## src/pkg/ddt_consts.svh

```systemverilog
// constants for the deskew loopback training block
`ifndef DDT_CONSTS_SVH
`define DDT_CONSTS_SVH
// looped input count and bus widths
`define DDT_NLB       12
`define DDT_DQW       36
`define DDT_INVW      4
// output latency in main-clock cycles
`define DDT_LAT       5
// command-free guard in main-clock cycles after exit
`define DDT_GUARD     16
`define DDT_GUARD_W   5
// auto-mask pattern codes
`define DDT_DMP_B0    2'h0
`define DDT_DMP_B1    2'h2
`define DDT_DMP_B2    2'h1
`define DDT_DMP_B3    2'h3
// reset values
`define DDT_PLL_RST   1'h0
`define DDT_ADM_RST   1'h0
`define DDT_DMP_RST   2'h0
`define DDT_INVERSION_FLAG_LINES_RST  1'h0
`endif

```

## src/pkg/ddt_pkg.sv

```systemverilog
// types for the deskew loopback training block
package ddt_pkg;
  // training mode state, gray along normal -> loop -> exit guard
  typedef enum logic [1:0] {
    DDT_NORM = 2'h0,
    DDT_LOOP = 2'h1,
    DDT_EXIT = 2'h3
  } ddt_state_type;
endpackage

```

## src/design/ddt_loopback.sv

```systemverilog
// device-side loopback deskew training and config bits
`timescale 1ns/1ps
`include "ddt_consts.svh"

// Contract
// - select low loops control pins to outputs
// - all looped pins sampled by main clock
// - wide part output positions per ball
// - clock pairs loop the receiver output (narrow part places no output for ball 3, write_data_clocks[1])
// - sample on both main clock edges
// - rising sample driven unchanged on rise
// - falling sample driven inverted on fall
// - no data inversion during loopback
// - output exactly five main cycles later
// - unmapped outputs carry no meaning
// - no commands decoded, self refresh runs
// - phase-locked loop bypassed in loopback
// - loop enable setting kept across loopback
// - training leaves stored contents alone
// - no refresh accepted during the exit guard
// - pattern field selects the one written beat
// - loop control resets to off
module ddt_loopback #(
  parameter bit WIDE = 1'b1             // 1: wide part, 0: narrow part
) (
  // clock and reset
  input  wire logic                    clock,
  input  wire logic                    sys_rst,
  // pins from the controller, named by mirror-off function
  input  wire logic                    main_clk_pin,
  input  wire logic                    loopback_select_n,
  input  wire logic                    mirror_select,
  input  wire logic [1:0]              write_data_clocks,
  input  wire logic                    cs_n,
  input  wire logic                    we_n,
  input  wire logic                    ref_n,
  input  wire logic [6:0]              address_inputs,
  // mode register write from the core decoder
  input  wire logic                    cfg_wr,
  input  wire logic                    cfg_pll,
  input  wire logic                    cfg_adm,
  input  wire logic [1:0]              cfg_dmp,
  input  wire logic                    cfg_inversion_flag_lines,
  // read data from the array
  input  wire logic [`DDT_DQW-1:0]     rd_data,
  input  wire logic [`DDT_INVW-1:0]    rd_inv,
  input  wire logic                    rd_valid,
  // data pins
  output logic      [`DDT_DQW-1:0]     dq_out,
  output logic                         dq_oe_n,
  output logic      [`DDT_INVW-1:0]    inversion_flag_lines,
  output logic                         read_data_clocks,
  // decoded commands
  output logic                         cmd_valid,
  output logic                         cmd_we,
  output logic                         cmd_ref,
  // core control
  output logic                         self_refresh,
  output logic                         pll_bypass,
  output logic                         pll_run,
  output logic                         inv_enable,
  output logic      [3:0]              beat_mask
);

  // places looped samples on output positions by ball
  function automatic logic [`DDT_DQW-1:0] place(input logic [`DDT_NLB-1:0] v);
    logic [`DDT_DQW-1:0] r;
    r = '0;
    r[0] = v[0];
    r[1] = v[1];
    r[3] = v[2];
    if (WIDE)
    begin
      r[14] = v[3];
      r[18] = v[4];
      r[19] = v[5];
      r[20] = v[6];
      r[21] = v[7];
      r[22] = v[8];
      r[25] = v[9];
      r[24] = v[10];
      r[26] = v[11];
    end
    else
    begin
      r[9]  = v[4];
      r[10] = v[5];
      r[11] = v[6];
      r[12] = v[7];
      r[13] = v[8];
      r[16] = v[9];
      r[15] = v[10];
      r[17] = v[11];
    end
    return r;
  endfunction

  // one-hot write beat from auto-mask pattern
  function automatic logic [3:0] beat_sel(input logic [1:0] p);
    case (p)
      `DDT_DMP_B0: beat_sel = 4'h1;
      `DDT_DMP_B1: beat_sel = 4'h2;
      `DDT_DMP_B2: beat_sel = 4'h4;
      default:     beat_sel = 4'h8;
    endcase
  endfunction

  // pin vector: loopback select, main clock, looped balls
  localparam int SW = `DDT_NLB + 2;
  logic [SW-1:0]          pin_raw;                // raw pins
  logic [SW-1:0]          s1_q, s1_d;             // first sync stage
  logic [SW-1:0]          s2_q, s2_d;             // second sync stage
  logic                   ck_dly_q, ck_dly_d;     // main clock one cycle late
  logic                   ck_rise, ck_fall;       // main clock edges
  logic                   lbk_n_s;                // synced select
  logic [`DDT_NLB-1:0]    loop_s;                 // synced looped balls
  logic                   mir1_q, mir1_d;         // mirror strap, first stage
  logic                   mir2_q, mir2_d;         // mirror strap, second stage

  // loop vector by ball, receiver outputs for clock pairs
  assign pin_raw = {loopback_select_n, main_clk_pin,
                    address_inputs[1], address_inputs[0], ref_n, address_inputs[2],
                    we_n, cs_n, address_inputs[3], address_inputs[4],
                    write_data_clocks[1], address_inputs[5], write_data_clocks[0],
                    address_inputs[6]};

  // synchronisers for every pin input
  always_comb
  begin
    s1_d     = pin_raw;
    s2_d     = s1_q;
    ck_dly_d = s2_q[SW-2];
    mir1_d   = mirror_select;
    mir2_d   = mir1_q;
  end

  always_ff @(posedge clock)
  begin
    if (sys_rst)
    begin
      s1_q     <= '1;
      s2_q     <= '1;
      // matches the preset stage so no false rise follows reset
      ck_dly_q <= 1'b1;
      mir1_q   <= 1'b0;
      mir2_q   <= 1'b0;
    end
    else
    begin
      s1_q     <= s1_d;
      s2_q     <= s2_d;
      ck_dly_q <= ck_dly_d;
      mir1_q   <= mir1_d;
      mir2_q   <= mir2_d;
    end
  end

  // edges of the main clock, all looped pins use it
  assign ck_rise = s2_q[SW-2] & ~ck_dly_q;
  assign ck_fall = ~s2_q[SW-2] & ck_dly_q;
  assign lbk_n_s = s2_q[SW-1];
  assign loop_s  = s2_q[`DDT_NLB-1:0];

  // training state and exit guard counter
  ddt_pkg::ddt_state_type st_q, st_d;     // training state
  logic [`DDT_GUARD_W-1:0] gcnt_q, gcnt_d; // exit guard count

  always_comb
  begin
    st_d   = st_q;
    gcnt_d = gcnt_q;
    case (st_q)
      ddt_pkg::DDT_NORM:
      begin
        // select low enters loopback
        if (!lbk_n_s)
          st_d = ddt_pkg::DDT_LOOP;
      end
      ddt_pkg::DDT_LOOP:
      begin
        // select high starts the quiet guard
        if (lbk_n_s)
        begin
          st_d   = ddt_pkg::DDT_EXIT;
          gcnt_d = '0;
        end
      end
      ddt_pkg::DDT_EXIT:
      begin
        // decode stays off for the guard cycles
        if (!lbk_n_s)
          st_d = ddt_pkg::DDT_LOOP;
        else if (ck_rise)
        begin
          if (gcnt_q == `DDT_GUARD_W'(`DDT_GUARD - 1))
            st_d = ddt_pkg::DDT_NORM;
          else
            gcnt_d = gcnt_q + 1'b1;
        end
      end
      default:
        st_d = ddt_pkg::DDT_NORM;
    endcase
  end

  always_ff @(posedge clock)
  begin
    if (sys_rst)
    begin
      st_q   <= ddt_pkg::DDT_NORM;
      gcnt_q <= '0;
    end
    else
    begin
      st_q   <= st_d;
      gcnt_q <= gcnt_d;
    end
  end

  // sample pipelines, one entry per main-clock cycle
  logic [`DDT_NLB-1:0] rise_q [`DDT_LAT];
  logic [`DDT_NLB-1:0] rise_d [`DDT_LAT];
  logic [`DDT_NLB-1:0] fall_q [`DDT_LAT];
  logic [`DDT_NLB-1:0] fall_d [`DDT_LAT];

  always_comb
  begin
    rise_d = rise_q;
    fall_d = fall_q;
    // both edges captured, shifted per edge
    if (ck_rise)
    begin
      rise_d[0] = loop_s;
      for (int i = 1; i < `DDT_LAT; i++)
        rise_d[i] = rise_q[i-1];
    end
    if (ck_fall)
    begin
      fall_d[0] = loop_s;
      for (int i = 1; i < `DDT_LAT; i++)
        fall_d[i] = fall_q[i-1];
    end
  end

  always_ff @(posedge clock)
  begin
    if (sys_rst)
    begin
      for (int i = 0; i < `DDT_LAT; i++)
      begin
        rise_q[i] <= '0;
        fall_q[i] <= '0;
      end
    end
    else
    begin
      rise_q <= rise_d;
      fall_q <= fall_d;
    end
  end

  // mode bits, written only by decoded mode register sets
  logic       pll_en_q, pll_en_d;   // loop enable setting
  logic       adm_q, adm_d;         // auto mask enable
  logic [1:0] dmp_q, dmp_d;         // auto mask pattern
  logic       inversion_flag_lines_q, inversion_flag_lines_d;       // data inversion setting

  always_comb
  begin
    pll_en_d = pll_en_q;
    adm_d    = adm_q;
    dmp_d    = dmp_q;
    inversion_flag_lines_d   = inversion_flag_lines_q;
    // loopback never touches these settings
    if (cfg_wr && st_q == ddt_pkg::DDT_NORM)
    begin
      pll_en_d = cfg_pll;
      adm_d    = cfg_adm;
      dmp_d    = cfg_dmp;
      inversion_flag_lines_d   = cfg_inversion_flag_lines;
    end
  end

  always_ff @(posedge clock)
  begin
    if (sys_rst)
    begin
      pll_en_q <= `DDT_PLL_RST;
      adm_q    <= `DDT_ADM_RST;
      dmp_q    <= `DDT_DMP_RST;
      inversion_flag_lines_q   <= `DDT_INVERSION_FLAG_LINES_RST;
    end
    else
    begin
      pll_en_q <= pll_en_d;
      adm_q    <= adm_d;
      dmp_q    <= dmp_d;
      inversion_flag_lines_q   <= inversion_flag_lines_d;
    end
  end

  // pin outputs and command decode
  logic [`DDT_DQW-1:0]  dq_q, dq_d;
  logic                 oe_n_q, oe_n_d;
  logic [`DDT_INVW-1:0] inv_q, inv_d;
  logic                 qk_q, qk_d;
  logic                 cv_q, cv_d;
  logic                 cw_q, cw_d;
  logic                 cr_q, cr_d;
  logic                 lcs_n, lwe_n, lref_n;  // logical command pins

  // mirror swaps which ball carries each command pin
  assign lcs_n  = mir2_q ? loop_s[7] : loop_s[6];
  assign lwe_n  = mir2_q ? loop_s[6] : loop_s[7];
  assign lref_n = mir2_q ? loop_s[8] : loop_s[9];

  always_comb
  begin
    dq_d  = dq_q;
    oe_n_d = 1'b1;
    inv_d = '0;
    cv_d  = 1'b0;
    cw_d  = 1'b0;
    cr_d  = 1'b0;
    // read clock follows main clock, phase not guaranteed
    qk_d  = s2_q[SW-2];
    if (st_q == ddt_pkg::DDT_LOOP)
    begin
      oe_n_d = 1'b0;
      // read data left from normal mode is cleared off unmapped lines
      dq_d   = dq_q & place('1);
      // unmapped positions stay low, inversion flags low
      if (ck_rise)
        dq_d = place(rise_q[`DDT_LAT-1]);
      else if (ck_fall)
        dq_d = place(~fall_q[`DDT_LAT-1]);
    end
    else
    begin
      // drive only while read data is present
      dq_d   = rd_data;
      oe_n_d = ~rd_valid;
      inv_d  = rd_inv;
      // refresh and all commands decoded only in the normal state
      if (st_q == ddt_pkg::DDT_NORM && ck_rise && (!lcs_n || !lref_n))
      begin
        cv_d = 1'b1;
        cw_d = !lwe_n;
        cr_d = !lref_n;
      end
    end
  end

  always_ff @(posedge clock)
  begin
    if (sys_rst)
    begin
      dq_q   <= '0;
      oe_n_q <= 1'b1;
      inv_q  <= '0;
      qk_q   <= 1'b0;
      cv_q   <= 1'b0;
      cw_q   <= 1'b0;
      cr_q   <= 1'b0;
    end
    else
    begin
      dq_q   <= dq_d;
      oe_n_q <= oe_n_d;
      inv_q  <= inv_d;
      qk_q   <= qk_d;
      cv_q   <= cv_d;
      cw_q   <= cw_d;
      cr_q   <= cr_d;
    end
  end

  // outputs
  assign dq_out               = dq_q;
  assign dq_oe_n              = oe_n_q;
  assign inversion_flag_lines = inv_q;
  assign read_data_clocks     = qk_q;
  assign cmd_valid            = cv_q;
  assign cmd_we               = cw_q;
  assign cmd_ref              = cr_q;
  assign self_refresh         = (st_q == ddt_pkg::DDT_LOOP);
  assign pll_bypass           = (st_q == ddt_pkg::DDT_LOOP);
  assign pll_run              = pll_en_q & ~pll_bypass;
  assign inv_enable           = inversion_flag_lines_q & ~pll_bypass;
  assign beat_mask            = adm_q ? beat_sel(dmp_q) : 4'hf;
endmodule

```

## config.mk

```make
export PLATFORM = sky130hd
export DESIGN_NAME = ddt_loopback
export DESIGN_NICKNAME = d
export VERILOG_FILES = /design/src/pkg/ddt_pkg.sv /design/src/design/ddt_loopback.sv
export VERILOG_INCLUDE_DIRS = /design/src /design/src/pkg
export SDC_FILE = /design/constraint.sdc
export NUM_CORES = 1
export LEC_CHECK = 0
export BUFFER_PORTS_ARGS = -buffer_cell sky130_fd_sc_hd__buf_2
export CAP_MARGIN = 5
export CORE_ASPECT_RATIO = 0.5
export CORE_MARGIN = 3
export CORE_UTILIZATION = 25
export DETAILED_ROUTE_END_ITERATION = 6
export HOLD_SLACK_MARGIN = 0.03
export PLACE_DENSITY = 0.45
export SLEW_MARGIN = 15
export SYNTH_ARGS = -nofsm -noshare
export SYNTH_HDL_FRONTEND = slang
export SYNTH_SLANG_ARGS = --single-unit
export TNS_END_PERCENT = 100
```

## constraint.sdc

```tcl
create_clock -name clock -period 3.7 [get_ports clock]
set_input_delay 0.185 -clock clock [delete_from_list [all_inputs] [get_ports clock]]
set_output_delay 0.185 -clock clock [all_outputs]
set_load 0.05 [all_outputs]
```

==> results.sh <==
export IMPL_min_period_over_period_pct=57.4
export IMPL_setup_viol=0
export IMPL_h_tree_depth=1
export IMPL_syn_area_um2=7070
export IMPL_setup_slack_ns=1.58
export IMPL_synth_warnings=0
export IMPL_synth_simple_area_share_pct=22.1
export IMPL_yosysMostFrequentCell="nand2_1"
export IMPL_async_flop_share_pct=0
export IMPL_clk_pin_slew_ns=0.06
export IMPL_max_clock_freq_ghz=0.471
export IMPL_drv_slew=0
export IMPL_yosysUniqueCellTypes=38
export IMPL_start_util_pct=26.1
export IMPL_ys_flop_type="dfxtp_1"
export IMPL_outcome="finished clean"
export IMPL_min_path_cells=3
export IMPL_via_count=5558
export IMPL_drt_pass1_iterations=4
export IMPL_cts_resized=0
export IMPL_max_stage_delay_ns=0.39
export IMPL_start_kind="flip-flop"
export IMPL_grt_overflow_total=0
export IMPL_syn_nets=873
export IMPL_syn2layout_area_growth_pct=31.5
export IMPL_crit_chain="nand2b_1 -> buf_4 -> inv_2 -> buf_2"
export IMPL_fin_cells=1342
export IMPL_wire_per_inst_um=13.2
export IMPL_synth_edf_count=0
export IMPL_cp_num_buf_inv=3
export IMPL_reg2regPathDepth=5
export IMPL_p_leak_nw=3.48
export IMPL_nFillCells=2896
export IMPL_synth_seq_area_share_pct=58.9
export IMPL_slowest_stage="dfxtp_1"
export IMPL_numCtsBuffers=21
export IMPL_drt_wl_total_um=17800
export IMPL_fp_row_count=42
export IMPL_gp_congestion=0.738
export IMPL_finalHoldViolCount=0
export IMPL_power_density_nw_per_um2=548
export IMPL_cp_required_ns=3.51
export IMPL_synthCells=807
export IMPL_place_ws_ns=1.54
export IMPL_finalSetupTns_ns=0
export IMPL_synth_fa_ha_area_share_pct=0.354
export IMPL_vdd_ir_drop_max_mv=0.235
export IMPL_grt_pass1_vias=5289
export IMPL_die_y_um=125
export IMPL_synth_top_family_by_area="simple AND/OR/NAND/NOR gates"
export IMPL_synth_area_per_cell_um2=8.76
export IMPL_synth_top_area_share_pct=58.9
export IMPL_drtIter0Drc=358
export IMPL_antenna_found_initial=0
export IMPL_n_antenna_cell=0
export IMPL_drc=0
export IMPL_clkSinkCount=208
export IMPL_worst_slew_pin_slew_ns=0.882
export IMPL_cp_top_family="buffers and inverters"
export IMPL_cts_root_buf="clkbuf_16"
export IMPL_avgViaCountPerCell=4.14
export IMPL_critPathMaxFanout=16
export IMPL_place_port_buffers=116
export IMPL_layout_drive_gt1_share_pct=20.7
export IMPL_maxCapViolCount=0
export IMPL_fin_skew_ns=0.0157
export IMPL_synth_area_leader_cell="dfxtp_1"
export IMPL_synth_area_mux_share_pct=0.743
export IMPL_pin_count=117
export IMPL_ys_ff_latch=208
export IMPL_dp_cells=1247
export IMPL_dieArea_um2=30500
export IMPL_worstSkewPairLatency_ns=0.48
export IMPL_end_kind="primary output"
export IMPL_antenna_left=0
export IMPL_path_class="flip-flop to primary output"
export IMPL_synth_commonest_cells="nand2_1, dfxtp_1, a21oi_1"
export IMPL_post_cts_buffers=0
export IMPL_core_area_um2=27100
export IMPL_ys_top_cells_by_area="dfxtp_1, nand2_1, a21oi_1"
export IMPL_synth_compound_area_share_pct=14.0
export IMPL_period_needed_ns=2.12
export IMPL_cts_buffer_depth=3
export IMPL_slew_headroom_pct=41.2
export IMPL_cts_tree="built"
export IMPL_grt_pass1_wl_um=28600
export IMPL_final_nets=1022
export IMPL_worstPathArrival_ns=1.94
export IMPL_hold_path_class="primary input to flip-flop"
export IMPL_synth_xor_area_share_pct=0
export IMPL_grt_max_degree=78
export IMPL_fp_dieW_um=244
export IMPL_grt_util_all_layers_pct=11.3
export IMPL_dp_hpwl_um=11400
export IMPL_cp_depth=4
export IMPL_rsz0062_at_grt="false"
[power breakdown]
part	internal, mW	total (mW)	switching (mW)	leakage (nW)
Sequential	2.30	2.33	0.0302	1.70
Combinational	0.142	0.411	0.269	1.41
Clock	1.49	2.35	0.854	0.372
Total	3.94	5.09	1.15	3.48
[cells by family after synthesis]
family                     Yosys count
AOI/OAI and AO/OA                  176
buffers and inverters               64
and+or+nand+nor                    352
DFF                                208
muxes                                5
adders and majority gates            2
[cell usage in the layout, fill, tap and decap left out, types with 3 or more instances in the layout]
cell type	instances
or2_2	30
a21oi_1	137
buf_4	9
nor2_1	11
nand2b_1	4
buf_2	115
dfxtp_1	208
o21ai_0	7
bufinv_16	6
o2bb2ai_1	13
nor2b_1	3
inv_1	5
clkinv_2	3
mux2i_1	3
dlygate4sd3_1	60
and2_1	30
nand2_1	256
a22oi_1	12
clkbuf_16	21
[flip-flops by register name, indices dropped and copies added (netlist names)]
register / cells
fall_q: 60
rise_q: 60
dq_out: 36
s1_q: 14
s2_q: 14
gcnt_q: 5
inversion_flag_lines: 4
dmp_q: 2
st_q: 2
adm_q: 1
ck_dly_q: 1
cmd_ref: 1
cmd_valid: 1
cmd_we: 1
dq_oe_n: 1
inversion_flag_lines_q: 1
mir1_q: 1
mir2_q: 1
pll_en_q: 1
read_data_clocks: 1
[worst register-to-register path: stages (launching register included)]
cell and delay [ns]:
dfxtp_1 0.50, nand2b_1 0.15, buf_4 0.25, inv_2 0.22, nor2_2 0.70, and2_1 0.24
[layer usage]
layer	global-route usage (%)	up-vias	wire, µm
met5	0	-	0
met3	2.26	23	567
met2	16.7	78	7530
met1	16.9	2528	9370
li1	-	2929	-
met4	2.68	0	304
[path summary, 6_finish.rpt]
path | start | to | slack [ns]
setup / recovery | st_q[1] | pll_bypass | 1.58
hold / removal | rd_data[1] | dq_out[1] | 0.05
setup reg to reg | st_q[1] | dq_out[17] | 1.59
hold reg to reg | s1_q[1] | s2_q[1] | 0.41
[cell type report]
class	instances	area, µm²	share of cell area, %
well taps	374	468	5.03
inverters	6	22.5	0.242
clock inverters	10	203	2.18
flip-flops and latches	208	4160	44.8
repair buffers	184	1240	13.4
clock buffers	25	561	6.03
multi-input cells	535	2640	28.4
[repair_timing]
item | CTS | global route
hold endpoints to repair | 60 | 0
setup endpoints to repair | 0 | 0
hold buffers | 60 | 0
[stage by stage]
step | power (mW) | instance area [µm²] | hold slack (ns) | util, %
final | 5.09 | 9300 | 0.0523 | 34.3
after floorplan | 2.63 | 7070 | 0.289 | -
after CTS | 5.18 | 9300 | 0.0506 | 34.3
after global placement | 2.75 | 7930 | 0.373 | 29.3
after global routing | 5.31 | 9300 | 0.0547 | 34.3
after detailed placement | 2.75 | 7930 | 0.372 | 29.3
No activity file was read; power rests on OpenSTA's default activity.
